===== src/shared/gdc_regs.vh =====
// register offsets, field positions and reset values for the gate drive config bank
`ifndef GDC_REGS_VH
`define GDC_REGS_VH
`define GDC_ADDR_DRIVE_STRENGTH 8'h3B
`define GDC_ADDR_DEAD_TIME 8'h3C
`define GDC_ADDR_PART_ID 8'h3D
`define GDC_ADDR_DISCHARGE 8'h62
`define GDC_RST_DRIVE_STRENGTH 8'h00
`define GDC_RST_DEAD_TIME 4'h0
`define GDC_RST_DISCHARGE_LIMIT 2'h0
`define GDC_RST_FAST_RESPONSE 1'h1
`define GDC_DEAD_TIME_BASE_NS 8'h2D
`define GDC_DEAD_TIME_STEP_NS 8'h1E
`define GDC_CLK_PERIOD_NS 8'h04
`define GDC_DISCHARGE_BASE_A 5'h14
`define GDC_DISCHARGE_STEP_A 5'h05
`define GDC_FB_REF_DEFAULT_MV 16'h0600
`define GDC_BOOST_HIGH_MSB 7
`define GDC_BOOST_HIGH_LSB 6
`define GDC_BUCK_HIGH_MSB 5
`define GDC_BUCK_HIGH_LSB 4
`define GDC_BOOST_LOW_MSB 3
`define GDC_BOOST_LOW_LSB 2
`define GDC_BUCK_LOW_MSB 1
`define GDC_BUCK_LOW_LSB 0
`define GDC_BOOST_DEAD_MSB 3
`define GDC_BOOST_DEAD_LSB 2
`define GDC_BUCK_DEAD_MSB 1
`define GDC_BUCK_DEAD_LSB 0
`define GDC_LIMIT_MSB 7
`define GDC_LIMIT_LSB 6
`define GDC_FAST_BIT 1
`define GDC_PART_MSB 6
`define GDC_PART_LSB 3
`define GDC_REV_MSB 2
`define GDC_REV_LSB 0
`endif


===== src/gdc_gate_drive_config.v =====
// gate drive configuration register bank with dead-time, limit and window outputs
// ----------------------------------------------------------------
// Notes on behaviour
// bits 7:6 of drive strength: boost high-side drive, 00 fastest to 11 slowest
// bits 5:4: buck high-side drive strength, same four-step coding, reset zero
// bits 3:2: boost low-side drive strength, code zero fastest, reset zero
// bits 1:0: buck low-side drive strength, code zero fastest, reset zero
// dead-time bits 3:2 set boost-leg dead time 45/75/105/135 ns, reset 45
// dead-time bits 1:0 set buck-leg dead time, same coding, reset shortest
// discharge bits 7:6 limit reverse current 20/15/10/5 A, reset 20 A
// discharge bit 1 enables fast transient, reverse mode only, resets enabled
// switching stops whenever input is outside the undervoltage/overvoltage window
// feedback reference defaults to 1.536 V, software setting may replace it
// software configures tracking control and charging parameters for solar use; this bank holds no tracking or charging registers
// read-only id: part number bits 6:3, revision bits 2:0, bit 7 zero
// reserved bits read zero and writes to them are ignored
// ----------------------------------------------------------------
`timescale 1ns/1ps
`default_nettype none
`include "gdc_regs.vh"

module gdc_gate_drive_config #(
  parameter [3:0] PART_NUMBER = 4'h5, // arbitrary value, not a real part code
  parameter [2:0] REVISION = 3'h1 // arbitrary value, not a real revision
) (
  input wire clk_i,
  input wire reset_i,
  input wire register_reset_i,
  input wire [7:0] addr_i,
  input wire write_i,
  input wire [7:0] wdata_i,
  output reg [7:0] rdata_o,
  input wire reverse_mode_i,
  input wire input_undervoltage_sense_i,
  input wire input_overvoltage_sense_i,
  input wire feedback_reference_valid_i,
  input wire [15:0] feedback_reference_setting_i,
  output reg [1:0] boost_high_side_drive_strength_o,
  output reg [1:0] buck_high_side_drive_strength_o,
  output reg [1:0] boost_low_side_drive_strength_o,
  output reg [1:0] buck_low_side_drive_strength_o,
  output reg [7:0] boost_dead_time_cycles_o,
  output reg [7:0] buck_dead_time_cycles_o,
  output reg [4:0] reverse_discharge_current_limit_amps_o,
  output reg reverse_fast_response_active_o,
  output reg switching_allowed_o,
  output reg [15:0] feedback_reference_mv_o
);

  // ----------------------------------------------------------------
  // select bits
  // ----------------------------------------------------------------
  // each register answers on one bit of a one-hot select
  localparam SEL_DRIVE = 0;
  localparam SEL_DEAD = 1;
  localparam SEL_PART = 2;
  localparam SEL_DISCHARGE = 3;

  // ----------------------------------------------------------------
  // helpers
  // ----------------------------------------------------------------
  // one decode shared by writes and reads, so both see the same map
  function [3:0] reg_select;
    input [7:0] addr;
    begin
      reg_select = 4'h0;
      case (addr)
        `GDC_ADDR_DRIVE_STRENGTH: begin
          reg_select[SEL_DRIVE] = 1'b1;
        end
        `GDC_ADDR_DEAD_TIME: begin
          reg_select[SEL_DEAD] = 1'b1;
        end
        `GDC_ADDR_PART_ID: begin
          reg_select[SEL_PART] = 1'b1;
        end
        `GDC_ADDR_DISCHARGE: begin
          reg_select[SEL_DISCHARGE] = 1'b1;
        end
        default: begin
          reg_select = 4'h0;
        end
      endcase
    end
  endfunction

  // dead time rounded up to whole cycles so the guard is never short
  function [7:0] dead_cycles;
    input [1:0] code;
    reg [8:0] ns;
    reg [8:0] count;
    begin
      ns = {1'b0, `GDC_DEAD_TIME_BASE_NS} + {1'b0, `GDC_DEAD_TIME_STEP_NS} * {7'h00, code};
      count = (ns + {1'b0, `GDC_CLK_PERIOD_NS} - 9'h001) / {1'b0, `GDC_CLK_PERIOD_NS};
      dead_cycles = count[7:0];
    end
  endfunction

  // limit steps down from the base by a fixed amount per code
  function [4:0] discharge_amps;
    input [1:0] code;
    reg [4:0] step;
    begin
      step = `GDC_DISCHARGE_STEP_A * {3'h0, code};
      discharge_amps = `GDC_DISCHARGE_BASE_A - step;
    end
  endfunction

  // reserved bits are built as zero here, never stored
  function [7:0] pack_dead_time;
    input [3:0] fields;
    begin
      pack_dead_time = 8'h00;
      pack_dead_time[`GDC_BOOST_DEAD_MSB:`GDC_BOOST_DEAD_LSB] = fields[3:2];
      pack_dead_time[`GDC_BUCK_DEAD_MSB:`GDC_BUCK_DEAD_LSB] = fields[1:0];
    end
  endfunction

  // limit and enable sit apart, with reserved zeros between and below
  function [7:0] pack_discharge;
    input [1:0] limit;
    input fast;
    begin
      pack_discharge = 8'h00;
      pack_discharge[`GDC_LIMIT_MSB:`GDC_LIMIT_LSB] = limit;
      pack_discharge[`GDC_FAST_BIT] = fast;
    end
  endfunction

  // top bit stays zero, only part and revision fields are defined
  function [7:0] pack_part;
    input [3:0] part;
    input [2:0] rev;
    begin
      pack_part = 8'h00;
      pack_part[`GDC_PART_MSB:`GDC_PART_LSB] = part;
      pack_part[`GDC_REV_MSB:`GDC_REV_LSB] = rev;
    end
  endfunction

  // ----------------------------------------------------------------
  // registers and their next values
  // ----------------------------------------------------------------
  reg [7:0] drive_strength;
  reg [3:0] dead_time;
  reg [1:0] discharge_limit;
  reg fast_response;
  reg feedback_override;
  reg [15:0] feedback_value;
  reg [7:0] next_drive_strength;
  reg [3:0] next_dead_time;
  reg [1:0] next_discharge_limit;
  reg next_fast_response;
  reg next_feedback_override;
  reg [15:0] next_feedback_value;
  reg [7:0] next_rdata;

  wire soft_reset;
  wire [3:0] write_select;
  wire [3:0] read_select;
  wire [7:0] part_word;

  // the command clears the same fields as a hard reset, identity excepted
  assign soft_reset = reset_i | register_reset_i;
  // writes to the identity register or unmapped addresses hit no field
  assign write_select = write_i ? reg_select(addr_i) : 4'h0;
  assign read_select = reg_select(addr_i);
  assign part_word = pack_part(PART_NUMBER, REVISION);

  // a reset in the same cycle as a write wins, the write is lost
  always @* begin
    next_drive_strength = drive_strength;
    next_dead_time = dead_time;
    next_discharge_limit = discharge_limit;
    next_fast_response = fast_response;
    if (soft_reset) begin
      next_drive_strength = `GDC_RST_DRIVE_STRENGTH;
      next_dead_time = `GDC_RST_DEAD_TIME;
      next_discharge_limit = `GDC_RST_DISCHARGE_LIMIT;
      next_fast_response = `GDC_RST_FAST_RESPONSE;
    end else begin
      if (write_select[SEL_DRIVE]) begin
        next_drive_strength = wdata_i;
      end
      if (write_select[SEL_DEAD]) begin
        next_dead_time[3:2] = wdata_i[`GDC_BOOST_DEAD_MSB:`GDC_BOOST_DEAD_LSB];
        next_dead_time[1:0] = wdata_i[`GDC_BUCK_DEAD_MSB:`GDC_BUCK_DEAD_LSB];
      end
      if (write_select[SEL_DISCHARGE]) begin
        next_discharge_limit = wdata_i[`GDC_LIMIT_MSB:`GDC_LIMIT_LSB];
        next_fast_response = wdata_i[`GDC_FAST_BIT];
      end
    end
  end

  // a loaded reference is dropped by either reset, the default returns
  always @* begin
    next_feedback_override = feedback_override;
    next_feedback_value = feedback_value;
    if (soft_reset) begin
      next_feedback_override = 1'b0;
      next_feedback_value = `GDC_FB_REF_DEFAULT_MV;
    end else if (feedback_reference_valid_i) begin
      next_feedback_override = 1'b1;
      next_feedback_value = feedback_reference_setting_i;
    end
  end

  // resets live in the next values, so these flops load on every edge
  always @(posedge clk_i) begin
    drive_strength <= next_drive_strength;
    dead_time <= next_dead_time;
    discharge_limit <= next_discharge_limit;
    fast_response <= next_fast_response;
    feedback_override <= next_feedback_override;
    feedback_value <= next_feedback_value;
  end

  // ----------------------------------------------------------------
  // read path
  // ----------------------------------------------------------------
  // data follows the address one cycle later, unmapped addresses read zero
  always @* begin
    next_rdata = 8'h00;
    case (read_select)
      4'h1: begin
        next_rdata = drive_strength;
      end
      4'h2: begin
        next_rdata = pack_dead_time(dead_time);
      end
      4'h4: begin
        next_rdata = part_word;
      end
      4'h8: begin
        next_rdata = pack_discharge(discharge_limit, fast_response);
      end
      default: begin
        next_rdata = 8'h00;
      end
    endcase
  end

  always @(posedge clk_i) begin
    if (reset_i) begin
      rdata_o <= 8'h00;
    end else begin
      rdata_o <= next_rdata;
    end
  end

  // ----------------------------------------------------------------
  // outputs to the power stage
  // ----------------------------------------------------------------
  reg [1:0] next_boost_high_side_drive_strength;
  reg [1:0] next_buck_high_side_drive_strength;
  reg [1:0] next_boost_low_side_drive_strength;
  reg [1:0] next_buck_low_side_drive_strength;
  reg [7:0] next_boost_dead_time_cycles;
  reg [7:0] next_buck_dead_time_cycles;
  reg [4:0] next_reverse_discharge_current_limit_amps;
  reg next_reverse_fast_response_active;
  reg next_switching_allowed;
  reg [15:0] next_feedback_reference_mv;
  wire input_in_window;

  // either sense tripping drops switching on the next clock edge, no filtering or hysteresis
  assign input_in_window = ~input_undervoltage_sense_i & ~input_overvoltage_sense_i;

  always @* begin
    next_boost_high_side_drive_strength =
      drive_strength[`GDC_BOOST_HIGH_MSB:`GDC_BOOST_HIGH_LSB];
    next_buck_high_side_drive_strength =
      drive_strength[`GDC_BUCK_HIGH_MSB:`GDC_BUCK_HIGH_LSB];
    next_boost_low_side_drive_strength =
      drive_strength[`GDC_BOOST_LOW_MSB:`GDC_BOOST_LOW_LSB];
    next_buck_low_side_drive_strength =
      drive_strength[`GDC_BUCK_LOW_MSB:`GDC_BUCK_LOW_LSB];
    next_boost_dead_time_cycles = dead_cycles(dead_time[3:2]);
    next_buck_dead_time_cycles = dead_cycles(dead_time[1:0]);
    next_reverse_discharge_current_limit_amps = discharge_amps(discharge_limit);
    // the enable is kept while forward, it only acts in reverse mode
    next_reverse_fast_response_active = fast_response & reverse_mode_i;
    next_switching_allowed = input_in_window;
    if (feedback_override) begin
      next_feedback_reference_mv = feedback_value;
    end else begin
      next_feedback_reference_mv = `GDC_FB_REF_DEFAULT_MV;
    end
  end

  always @(posedge clk_i) begin
    if (reset_i) begin
      boost_high_side_drive_strength_o <= 2'h0;
      buck_high_side_drive_strength_o <= 2'h0;
      boost_low_side_drive_strength_o <= 2'h0;
      buck_low_side_drive_strength_o <= 2'h0;
      boost_dead_time_cycles_o <= 8'h00;
      buck_dead_time_cycles_o <= 8'h00;
      reverse_discharge_current_limit_amps_o <= 5'h00;
      reverse_fast_response_active_o <= 1'b0;
      switching_allowed_o <= 1'b0;
      feedback_reference_mv_o <= `GDC_FB_REF_DEFAULT_MV;
    end else begin
      boost_high_side_drive_strength_o <= next_boost_high_side_drive_strength;
      buck_high_side_drive_strength_o <= next_buck_high_side_drive_strength;
      boost_low_side_drive_strength_o <= next_boost_low_side_drive_strength;
      buck_low_side_drive_strength_o <= next_buck_low_side_drive_strength;
      boost_dead_time_cycles_o <= next_boost_dead_time_cycles;
      buck_dead_time_cycles_o <= next_buck_dead_time_cycles;
      reverse_discharge_current_limit_amps_o <= next_reverse_discharge_current_limit_amps;
      reverse_fast_response_active_o <= next_reverse_fast_response_active;
      switching_allowed_o <= next_switching_allowed;
      feedback_reference_mv_o <= next_feedback_reference_mv;
    end
  end

endmodule
`default_nettype wire


===== config.mk =====
export PLATFORM = sky130hd
export DESIGN_NAME = gdc_gate_drive_config
export DESIGN_NICKNAME = d
export VERILOG_FILES = /design/src/gdc_gate_drive_config.v
export VERILOG_INCLUDE_DIRS = /design/src /design/src/shared
export SDC_FILE = /design/constraint.sdc
export NUM_CORES = 1
export LEC_CHECK = 0
export BUFFER_PORTS_ARGS = -buffer_cell sky130_fd_sc_hd__buf_4
export CAP_MARGIN = 20
export CORE_MARGIN = 2
export CORE_UTILIZATION = 51
export CTS_BUF_LIST = sky130_fd_sc_hd__clkbuf_8
export DETAILED_ROUTE_END_ITERATION = 8
export PLACE_DENSITY_LB_ADDON = 0.05
export REMOVE_ABC_BUFFERS = 1
export SLEW_MARGIN = 25
export SYNTH_ARGS = -nofsm -noshare
export SYNTH_HDL_FRONTEND = slang
export SYNTH_SLANG_ARGS = --single-unit
export TNS_END_PERCENT = 1

===== constraint.sdc =====
create_clock -name clk_i -period 1.8 [get_ports clk_i]
set_clock_uncertainty 0.1 [all_clocks]
set_input_delay 0.54 -clock clk_i [delete_from_list [all_inputs] [get_ports clk_i]]
set_output_delay 0.54 -clock clk_i [all_outputs]
set_load 0.01 [all_outputs]

==> implementation parameters, run 1 <==
Parameter                              Value

GRT
  Number of global-route vias before repair ... 1,998
  Maximum number of pins on one net before global-route repair ... 30
  Global-route wire length before repair ... 9.18 mm
  Number of antenna violations at the first check in global routing ... 0
  Overall global routing resource usage ... about a fifth
  Overflow after GRT ... 0

Floorplan
  Die outline area ... 6100 µm²
  Number of placed I/O pins ... 95
  Standard cell core area ... between 5000 and 6000 µm²
  Die boundary width ... 78.1 µm
  Number of placement rows ... 26
  Initial core utilization ... 53.8%
  Die extent in y ... 78.1 µm

Timing
  Worst Max-Slew Pin Slew ... 0.603 ns
  Least setup slack across all paths after layout ... 0.207 ns
  Worst relative slew slack ... 59.8%
  Final-report setup violation count ... 0
  Max-slew violation total from the final report ... 0
  Max Clock Freq ... 628 MHz
  Unrepaired setup endpoints after global routing ... no
  Hold Slack ... 0.246 ns
  Setup_tns ... 0 ns
  Final critical-path required period ... approximately 1.6 ns
  Share of the clock period used by the worst path after layout ... a little under 90%
  Number of failing hold endpoints at the final stage ... 0

Worst hold path
  Min-Delay Path Class ... in2reg

Setup path
  WS Path Type ... in2reg
  Required time reported for the critical path endpoint ... 1.91 ns
  Arrival time reported for the critical path endpoint ... 1.70 ns
  Nature of the critical path endpoint ... flip-flop
  Critical Path Source Type ... input pin
  Crit Path Max Fanout ... 6

Placement
  Area after detailed placement ... 3560 µm²
  Number of port buffers ... 90
  DP Wirelength ... 4.06 mm
  Gp weighted congestion ... 0.745
  Setup Slack @ Placement ... -0.147 ns

CTS
  Number of clock sinks ... 80
  CTS tree ... done
  Clock Latency Late Sink ... 0.34 ns
  Clock edge transition at the registers on the reported setup and hold paths ... 0.08 ns
  Setup Fix Bufs, Post-CTS ... 0
  CTS H-tree depth ... 3
  Number of buffers on the longest clock path ... 2
  Root Driver ... sky130_fd_sc_hd__clkbuf_8
  # resized after CTS ... 0
  Clock buffers created by TritonCTS ... 9
  Number of hold buffers added after cts ... 0

Run status
  Outcome ... complete, no violations

Synth
  Portion of the post-synthesis area used by sequential elements ... 57.2%
  Number of standard cells after synthesis ... 262
  Count of distinct cell types in the synthesized netlist ... 33
  Warning count from the yosys run ... 0
  Top cell type by total area after synthesis ... sky130_fd_sc_hd__dfxtp_1
  Commonest register cell after synthesis ... sky130_fd_sc_hd__dfxtp_1
  Number of register bits inferred by synthesis ... 80
  Netlist area before placement ... around 2800 µm²
  Syn_area_per_cell ... approximately 11 µm²
  Ys async rst share ... 0%
  Share of the synthesized area in the top cell type ... a little under three fifths
  Area contributors post-synth ... sky130_fd_sc_hd__dfxtp_1 57%, sky130_fd_sc_hd__mux2i_1 10%, sky130_fd_sc_hd__nor2_1 5.2%
  Number of flops mapped to enable cells by yosys ... 0

Detailed routing
  Number of DRC markers in iteration 0 ... 63
  Via count ... around 2,100
  Total detailed-routing wirelength ... 5.64 mm
  Number of nets still failing antenna checks after routing ... 0
  Wire per inst ... 13.0 µm
  Detailed-route DRC error count ... 0
  Length of the first detailed-routing pass in iterations ... 4
  Routed vias/inst ... 4.75

Final layout
  Final core utilization ... 72.1%
  Share of cells above drive strength 1 ... 33.9%
  # nets final ... 406
  Antenna fix cells ... 0
  Most frequent cells in the layout ... 99 x sky130_fd_sc_hd__buf_4, 80 x sky130_fd_sc_hd__dfxtp_1, 39 x sky130_fd_sc_hd__nor2_1
  Finished Cell Area ... 3750 µm²
  Layout overhead on the synthesized area ... 34.0%
  Commonest non-fill, non-tap cell in the layout ... sky130_fd_sc_hd__buf_4
  Count of filler cells inserted in the layout ... 437

Pwr
  Leakage dissipation ... 1.74 nW
  Worst-case vdd ir drop ... 694 µV
  Power density normalized to cell area ... between 800 and 900 nW/µm²

Flow run
  Number of max-capacitance violations reported ... 0
## final cells by class
class | count | area, µm² | area share (%)
Sequential cell | 80 | 1600 | 42.7
Timing Repair Buffer | 100 | 763 | 20.3
Inverter | 6 | 22.5 | 0.600
Tap cell | 70 | 87.6 | 2.33
Clock buffer | 10 | 138 | 3.67
Multi-Input combinational cell | 161 | 1080 | 28.8
Clock inverter | 6 | 58.8 | 1.57
## metal layers
layer	share of wire [%]	vias to the layer above	wire length, µm	GRT usage (%)
met5	0	-	0	0
met3	6.2	8	351	6.32
met4	1.4	0	81	8.60
met1	45	939	2560	24.2
li1	-	1041	-	-
met2	47	67	2650	32.1
## through the flow
step | total power [mW] | instances
6_report | 3.29 | 433
5_1_grt | 3.43 | 433
4_1_cts | 3.32 | 433
3_5_place_dp | 2.05 | 417
3_3_place_gp | 2.04 | 417
2_1_floorplan | 1.91 | 247
## state kept, by name (all words and copies together), names as in the netlist, 4 cells and up
name and cells:
boost_dead_time_cycles_o 5, buck_dead_time_cycles_o 5, dead_time 4, drive_strength 8, feedback_reference_mv_o 16, feedback_value 16
rdata_o 8, reverse_discharge_current_limit_amps_o 4
## power breakdown
part           leakage, nW  switching, mW  internal (mW)
logic                0.981         0.0953          0.111
clock network        0.106          0.616          0.671
registers            0.649        0.00773           1.79
## cells in the mapped netlist, drive strengths merged, types with 2 or more instances
| cell | number |
|---|---|
| dfxtp | 80 |
| inv | 6 |
| a22oi | 4 |
| and2 | 16 |
| nor2 | 39 |
| buf | 12 |
| and3b | 4 |
| mux2i | 28 |
| and4 | 2 |
| nor2b | 20 |
| nand3 | 5 |
| a21oi | 5 |
| o21ai | 3 |
| clkbuf | 6 |
| xor2 | 2 |
| ha | 8 |
| nand4 | 2 |
| nand2b | 2 |
| nand2 | 8 |
## worst paths after layout
check,slack [ns],depth (start not counted),endpoint,start
setup / recovery,0.21,6,dead_time[3],addr_i[0]
hold / removal,0.25,2,switching_allowed_o,input_overvoltage_sense_i
setup reg to reg,0.55,4,buck_dead_time_cycles_o[3],dead_time[1]
hold reg to reg,0.34,1,feedback_reference_mv_o[10],feedback_value[10]
## logic make-up after synthesis
| kind of cell | count (synthesis) | synth area share (%) |
|---|---|---|
| XOR/XNOR | 2 | 0.626 |
| multiplexers | 28 | 10.0 |
| adder cells (fa/ha/maj) | 8 | 3.57 |
| AND/OR/NAND/NOR | 104 | 20.5 |
| other | 1 | 0.134 |
| flip-flops | 80 | 57.2 |
| AO/OA/AOI/OAI | 15 | 3.40 |
| buffers and inverters | 24 | 4.56 |
## worst max-delay path: stages
cell and delay, ns:
sky130_fd_sc_hd__buf_4 0.14, sky130_fd_sc_hd__buf_4 0.14, sky130_fd_sc_hd__nor3b_1 0.27, sky130_fd_sc_hd__nand4_1 0.32
sky130_fd_sc_hd__mux2i_1 0.23, sky130_fd_sc_hd__nor2_1 0.05
Power figures use the tool's default switching activity.
==> inputs of run 2 (changes only) <==
CELL_PAD_IN_SITES_DETAIL_PLACEMENT = 0   (was unset)
CELL_PAD_IN_SITES_GLOBAL_PLACEMENT = 2   (was unset)
CORE_UTILIZATION = 31   (was 51)
==> run 2 against run 1 <==
Setup slack gained 0.098 ns; cell count increased by 8.5%; core utilization decreased by 28 points; critical endpoint is now drive_strength[0]; highest routed layer unchanged.
==> implementation parameters, run 2 (synthesis gave the netlist of run 1 again) <==
Parameter                              Value

Placement
  DP Wirelength ... 4.11 mm (was 4.06 mm)
  Number of port buffers ... 90 (unchanged)
  Placed cell count ... 454 (was 417)
  Gp weighted congestion ... 0.725 (was 0.745)
  Area after detailed placement ... 3580 µm² (was 3560 µm²)

Worst hold path
  Hold Path Sink ... switching_allowed_o (unchanged)
  Worst hold path stage count ... 2 (unchanged)
  Min-Delay Path Class ... in2reg (unchanged)
  Worst Min Path Start ... input_overvoltage_sense_i (unchanged)

Run status
  Outcome ... complete, no violations (unchanged)

Final layout
  Commonest non-fill, non-tap cell in the layout ... sky130_fd_sc_hd__buf_4 (unchanged)
  Final cell count without fillers ... 470 (was 433)
  Layout overhead on the synthesized area ... 37.3% (was 34.0%)
  Most frequent cells in the layout ... 99 x sky130_fd_sc_hd__buf_4, 80 x sky130_fd_sc_hd__dfxtp_1, 39 x sky130_fd_sc_hd__nor2_1 (unchanged)
  Share of cells above drive strength 1 ... 33.1% (was 33.9%)
  Biggest regs ... feedback_reference_mv_o (16), feedback_value (16) (unchanged)
  # nets final ... 405 (was 406)
  Count of filler cells inserted in the layout ... 875 (was 437)
  Finished Cell Area ... 3840 µm² (was 3750 µm²)
  Final core utilization ... 44.1% (was 72.1%)
  Antenna fix cells ... 0 (unchanged)

Detailed routing
  Wire per inst ... 12.7 µm (was 13.0 µm)
  Length of the first detailed-routing pass in iterations ... 4 (unchanged)
  Number of DRC markers in iteration 0 ... 21 (was 63)
  Number of nets still failing antenna checks after routing ... 0 (unchanged)
  Detailed-route DRC error count ... 0 (unchanged)
  Routed vias/inst ... 4.27 (was 4.75)
  Via count ... 2,005 (was 2,055)
  Total detailed-routing wirelength ... 5.95 mm (was 5.64 mm)

CTS
  # resized after CTS ... 0 (unchanged)
  Clock buffers created by TritonCTS ... 9 (unchanged)
  Number of hold buffers added after cts ... 0 (unchanged)
  Number of clock sinks ... 80 (unchanged)
  Clock edge transition at the registers on the reported setup and hold paths ... 0.08 ns (about the same)
  CTS tree ... done (unchanged)
  CTS H-tree depth ... 3 (unchanged)
  Clock Latency Late Sink ... 0.34 ns (about the same)
  Setup Fix Bufs, Post-CTS ... 0 (unchanged)
  Root Driver ... sky130_fd_sc_hd__clkbuf_8 (unchanged)
  Number of buffers on the longest clock path ... 2 (unchanged)

Pwr
  Leakage dissipation ... 1.76 nW (was 1.74 nW)
  Worst-case vdd ir drop ... 319 µV (was 694 µV)
  Power density normalized to cell area ... 963 nW/µm² (was 877 nW/µm²)
  Total power consumption of the routed design ... 3.70 mW (was 3.29 mW)

Timing
  Max-slew violation total from the final report ... 0 (unchanged)
  Worst relative slew slack ... 60.5% (was 59.8%)
  Max Clock Freq ... 669 MHz (was 628 MHz)
  Final-report setup violation count ... 0 (unchanged)
  Unrepaired setup endpoints after global routing ... no (unchanged)
  Number of failing hold endpoints at the final stage ... 0 (unchanged)
  Final critical-path required period ... 1.50 ns (was 1.59 ns)
  Worst Max-Slew Pin Slew ... 0.592 ns (was 0.603 ns)
  Setup_tns ... 0 ns (unchanged)
  Share of the clock period used by the worst path after layout ... 83.1% (was 88.5%)

Setup path
  Slack of the worst reg-to-reg path ... 0.58 ns (was 0.55 ns)
  Arrival time reported for the critical path endpoint ... 1.61 ns (was 1.70 ns)
  Crit Path Max Fanout ... 5 (was 6)
  Required time reported for the critical path endpoint ... 1.91 ns (about the same)
  Launch instance of the worst register-to-register path ... dead_time[1] (unchanged)
  WS Path Type ... in2reg (unchanged)
  Nature of the critical path endpoint ... flip-flop (unchanged)
  R2R cell count ... 4 (unchanged)
  Critical Path Source Type ... input pin (unchanged)
  Reg-to-reg endpoint ... buck_dead_time_cycles_o[3] (unchanged)

GRT
  Number of antenna violations at the first check in global routing ... 0 (unchanged)
  Maximum number of pins on one net before global-route repair ... 30 (unchanged)
  Global-route wire length before repair ... 9.31 mm (was 9.18 mm)
  Overall global routing resource usage ... 12.2% (was 19.8%)
  Number of global-route vias before repair ... 1,880 (was 1,998)
  Overflow after GRT ... 0 (unchanged)

Floorplan
  Die boundary width ... 99.0 µm (was 78.1 µm)
  Number of placed I/O pins ... 95 (unchanged)
  Initial core utilization ... 32.1% (was 53.8%)
  Die outline area ... 9810 µm² (was 6100 µm²)
  Die extent in y ... 99.0 µm (was 78.1 µm)
  Number of placement rows ... 34 (was 26)
  Standard cell core area ... 8720 µm² (was 5200 µm²)

Flow run
  Number of max-capacitance violations reported ... 0 (unchanged)
run 2: changes by cell type in the layout (fill, tap and decap cells not counted), sizes merged:
cell    delta
bufinv     +3
buf        -1
inv        +2
clkinv     -4
clkbuf     -1
run 2: worst max-delay path, cell delays in order:
cell,delay (ns)
sky130_fd_sc_hd__buf_4,0.12
sky130_fd_sc_hd__and4bb_2,0.30
sky130_fd_sc_hd__and4_2,0.26
sky130_fd_sc_hd__buf_4,0.14
sky130_fd_sc_hd__mux2i_1,0.19
sky130_fd_sc_hd__nor2_1,0.05
run 2: routing by layer:
| metal | global-route usage (%) | routed length [µm] | part of all wire [%] |
|---|---|---|---|
| met5 | 0 | 0 | 0 |
| met4 | 6.32 | 102 | 1.7 |
| met3 | 3.26 | 335 | 5.6 |
| met1 | 16.7 | 2920 | 49 |
| met2 | 17.8 | 2590 | 43 |
run 2: area by class of cell:
class,instances,area (µm²),area share [%]
clock buffer,9,124,3.22
clock inverter,7,136,3.55
inverter,6,22.5,0.586
multi-input combinational,161,1080,28.1
sequential,80,1600,41.7
tap,108,135,3.51
timing repair buffer,99,743,19.3
run 2: where the power goes:
part	switching [mW]	internal, mW	total (mW)
Combinational	0.0947	0.106	0.201
Clock	0.649	1.06	1.70
Sequential	0.00744	1.79	1.80
Total	0.751	2.95	3.70
run 2: per-stage QoR:
stage,hold slack [ns],setup WS (ns)
2_1_floorplan,0.310,0.113
3_3_place_gp,0.325,-0.0537
3_5_place_dp,0.325,-0.0645
4_1_cts,0.227,0.301
5_1_grt,0.229,0.221
6_report,0.247,0.305
run 2: how the worst max path moves through the flow:
stage / from / end / slack, ns / cells after the start
after floorplan: addr_i[7] / drive_strength[0] / 0.11 / 4
after CTS: addr_i[2] / drive_strength[0] / 0.30 / 6
after global placement: addr_i[1] / rdata_o[7] / -0.05 / 6
after global routing: addr_i[1] / rdata_o[7] / 0.22 / 6
final: addr_i[2] / drive_strength[0] / 0.30 / 6
after detailed placement: addr_i[2] / drive_strength[6] / -0.06 / 6
==> inputs of run 3 (changes only) <==
ABC_AREA = 1   (was unset)
CORE_UTILIZATION = 26   (was 31)
clock period = 1.3 ns   (was 1.8 ns; I/O delays follow)
==> run 3 against run 2 <==
Sequential cell count unchanged; critical path depth is 5 lower; hold slack got worse by 0.18 ns; wire length grew 15%; clock-buffer cell count rose by 3; synthesized cell count up 37%; area after synthesis grew 2.2%; highest routed layer unchanged.
==> implementation parameters, run 3 <==
Parameter                              Value

Final layout
  # nets final ... 509 (was 405)
  Final cell count without fillers ... 604 (was 470)
  Antenna fix cells ... 0 (unchanged)
  Count of filler cells inserted in the layout ... 1,138 (was 875)
  Commonest non-fill, non-tap cell in the layout ... sky130_fd_sc_hd__nor2_1 (was sky130_fd_sc_hd__buf_4)
  Final core utilization ... 39.0% (was 44.1%)
  Biggest regs ... feedback_reference_mv_o (16), feedback_value (16) (unchanged)
  Most frequent cells in the layout ... 71 x sky130_fd_sc_hd__nor2_1, 58 x sky130_fd_sc_hd__buf_4, 54 x sky130_fd_sc_hd__inv_1 (was 99 x sky130_fd_sc_hd__buf_4, 80 x sky130_fd_sc_hd__dfxtp_1, 39 x sky130_fd_sc_hd__nor2_1)
  Share of cells above drive strength 1 ... 37.3% (was 33.1%)
  Layout overhead on the synthesized area ... 47.0% (was 37.3%)

Detailed routing
  Number of nets still failing antenna checks after routing ... 0 (unchanged)
  Routed vias/inst ... 3.95 (was 4.27)
  Detailed-route DRC error count ... 0 (unchanged)
  Number of DRC markers in iteration 0 ... 59 (was 21)
  Total detailed-routing wirelength ... 6.85 mm (was 5.95 mm)
  Length of the first detailed-routing pass in iterations ... 4 (unchanged)
  Wire per inst ... 11.3 µm (was 12.7 µm)
  Via count ... 2,384 (was 2,005)

Synth
  Area contributors post-synth ... sky130_fd_sc_hd__dfxtp_1 56%, sky130_fd_sc_hd__nor2_1 9.4%, sky130_fd_sc_hd__inv_1 7.1% (was sky130_fd_sc_hd__dfxtp_1 57%, sky130_fd_sc_hd__mux2i_1 10%, sky130_fd_sc_hd__nor2_1 5.2%)
  Netlist area before placement ... 2860 µm² (was 2800 µm²)
  Number of register bits inferred by synthesis ... 80 (unchanged)
  Ranking of synthesized cells by instance count ... 80 x sky130_fd_sc_hd__dfxtp_1, 72 x sky130_fd_sc_hd__nor2_1, 54 x sky130_fd_sc_hd__inv_1 (was 80 x sky130_fd_sc_hd__dfxtp_1, 39 x sky130_fd_sc_hd__nor2_1, 28 x sky130_fd_sc_hd__mux2i_1)
  Portion of the post-synthesis area used by sequential elements ... 56.0% (was 57.2%)
  Ys async rst share ... 0% (unchanged)
  Commonest register cell after synthesis ... sky130_fd_sc_hd__dfxtp_1 (unchanged)
  Most frequent cell after synthesis ... sky130_fd_sc_hd__dfxtp_1 (unchanged)
  Count of distinct cell types in the synthesized netlist ... 22 (was 33)
  Syn_area_per_cell ... 7.99 µm² (was 10.7 µm²)
  Share of the synthesized area in the top cell type ... 56.0% (was 57.2%)
  Number of flops mapped to enable cells by yosys ... 0 (unchanged)
  Top cell type by total area after synthesis ... sky130_fd_sc_hd__dfxtp_1 (unchanged)
  Number of standard cells after synthesis ... 358 (was 262)
  Warning count from the yosys run ... 0 (unchanged)

Floorplan
  Standard cell core area ... 10,800 µm² (was 8720 µm²)
  Die boundary width ... 109 µm (was 99.0 µm)
  Number of placement rows ... 38 (was 34)
  Number of placed I/O pins ... 95 (unchanged)
  Die outline area ... 11,900 µm² (was 9810 µm²)
  Die extent in y ... 109 µm (was 99.0 µm)
  Initial core utilization ... 26.5% (was 32.1%)

CTS
  Number of clock sinks ... 80 (unchanged)
  Number of buffers on the longest clock path ... 2 (unchanged)
  Number of hold buffers added after cts ... 0 (unchanged)
  Setup Fix Bufs, Post-CTS ... 0 (unchanged)
  CTS tree ... done (unchanged)
  Root Driver ... sky130_fd_sc_hd__clkbuf_8 (unchanged)
  Clock edge transition at the registers on the reported setup and hold paths ... 0.08 ns (about the same)
  Clock Latency Late Sink ... 0.36 ns (was 0.34 ns)
  CTS H-tree depth ... 3 (unchanged)
  Clock buffers created by TritonCTS ... 9 (unchanged)

Pwr
  Power density normalized to cell area ... 1120 nW/µm² (was 963 nW/µm²)
  Leakage dissipation ... 1.88 nW (was 1.76 nW)
  Fraction of power consumed by combinational cells ... 6.8% (was 5.4%)
  Internal Dissipation ... 3.68 mW (was 2.95 mW)
  Proportion of power drawn by the clock network ... 40.2% (was 46.0%)
  Worst-case vdd ir drop ... 555 µV (was 319 µV)
  Switch Pwr ... 1.04 mW (was 0.751 mW)
  Register share of total power ... 53.0% (was 48.6%)
  Switching portion of total power ... 22.0% (was 20.3%)

Timing
  Final critical-path required period ... 1.29 ns
  Max-slew violation total from the final report ... 0 (unchanged)
  Number of failing hold endpoints at the final stage ... 0 (unchanged)
  Share of the clock period used by the worst path after layout ... 99.5%
  Final-report setup violation count ... 0 (unchanged)
  Unrepaired setup endpoints after global routing ... yes (was no)
  Max Clock Freq ... between 700 and 800 MHz

Run status
  Outcome ... complete, no violations (unchanged)

Setup path
  WS Path Type ... reg2out (was in2reg)
  Crit Path Max Fanout ... 2 (was 5)
  Kind of cell adding the most delay to the critical path ... flip-flops (was simple AND/OR/NAND/NOR gates)
  Cell type of the slowest stage on the worst timing path ... sky130_fd_sc_hd__dfxtp_2 (was sky130_fd_sc_hd__and4bb_2)
  Arrival time reported for the critical path endpoint ... 0.80 ns (was 1.61 ns)
  Largest stage delay, worst path ... 0.32 ns (was 0.30 ns)
  Nature of the critical path endpoint ... primary output (was flip-flop)
  Critical Path, Cell by Cell ... buf_4 (was buf_4 > and4bb_2 > and4_2 > buf_4 > mux2i_1 > nor2_1)
  Critical Path Source Type ... flip-flop (was input pin)
  Count of buffer and inverter cells on the critical path ... 1 (was 2)
  Required time reported for the critical path endpoint ... 0.81 ns (was 1.91 ns)

GRT
  Overflow after GRT ... 0 (unchanged)
  Number of global-route vias before repair ... 2,220 (was 1,880)
  Overall global routing resource usage ... 12.4% (was 12.2%)
  Global-route wire length before repair ... 10.8 mm (was 9.31 mm)
  Number of antenna violations at the first check in global routing ... 0 (unchanged)
  Maximum number of pins on one net before global-route repair ... 32 (was 30)

Placement
  Number of port buffers ... 90 (unchanged)
  Placed cell count ... 590 (was 454)
  Gp weighted congestion ... 0.781 (was 0.725)
  DP Wirelength ... 4.91 mm (was 4.11 mm)

Worst hold path
  Min-Delay Path Class ... in2reg (unchanged)

Flow run
  Number of max-capacitance violations reported ... 0 (unchanged)
[run 3: final cells by class]
class	count	area (µm²)	share of cell area, %
inverter	56	210	5.00
timing repair buffer	107	1000	23.9
clock buffer	12	165	3.93
multi-input combinational	207	958	22.8
sequential	80	1650	39.3
tap	140	175	4.17
clock inverter	2	38.8	0.922
[run 3: final timing paths]
kind,slack [ns],endpoint,startpoint,depth (start not counted)
max,0.007,buck_dead_time_cycles_o[4],buck_dead_time_cycles_o[4],1
min,0.07,switching_allowed_o,input_overvoltage_sense_i,2
max reg2reg,0.14,buck_dead_time_cycles_o[3],dead_time[0],5
min reg2reg,0.33,feedback_reference_mv_o[8],feedback_value[8],2
[run 3: power groups by stage]
stage / logic [mW] / registers (mW) / clock network [mW]
after floorplan: 0.0969 / 2.56 / 0
after global placement: 0.318 / 2.55 / 0
after detailed placement: 0.316 / 2.55 / 0
after CTS: 0.326 / 2.50 / 2.00
after global routing: 0.360 / 2.51 / 2.12
final: 0.322 / 2.50 / 1.90
[run 3: metal layers]
metal / GRT usage, % / share of wire [%] / up-vias
li1: - / - / 1273
met1: 16.4 / 49 / 1028
met2: 17.7 / 42 / 71
met3: 4.00 / 6.8 / 12
met4: 7.14 / 2.4 / 0
met5: 0 / 0 / -
[run 3: logic make-up after synthesis]
group / count (synthesis) / synth area share [%]
AO/OA/AOI/OAI: 46 / 8.05
adder cells (fa/ha/maj): 8 / 3.50
buffers and inverters: 74 / 11.0
flip-flops: 80 / 56.0
other: 1 / 0.131
AND/OR/NAND/NOR: 149 / 21.3
[run 3: timing repair]
item / in CTS / in global routing
gates resized for setup: 66 / 23
setup endpoints to repair: 50 / 50
gates cloned: 0 / 0
[run 3: metrics by stage]
step	TNS [ns]	power (mW)	worst slack [ns]	hold WS (ns)	instance area, µm²
after floorplan	-1.38	2.66	-0.154	0.316	2770
final	0	4.72	0.00679	0.0707	4210
after CTS	-0.392	4.82	-0.0217	0.0428	4170
after global placement	-4.58	2.87	-0.285	0.323	3770
after global routing	-1.01	4.98	-0.0419	0.0434	4210
after detailed placement	-4.69	2.87	-0.255	0.324	3770
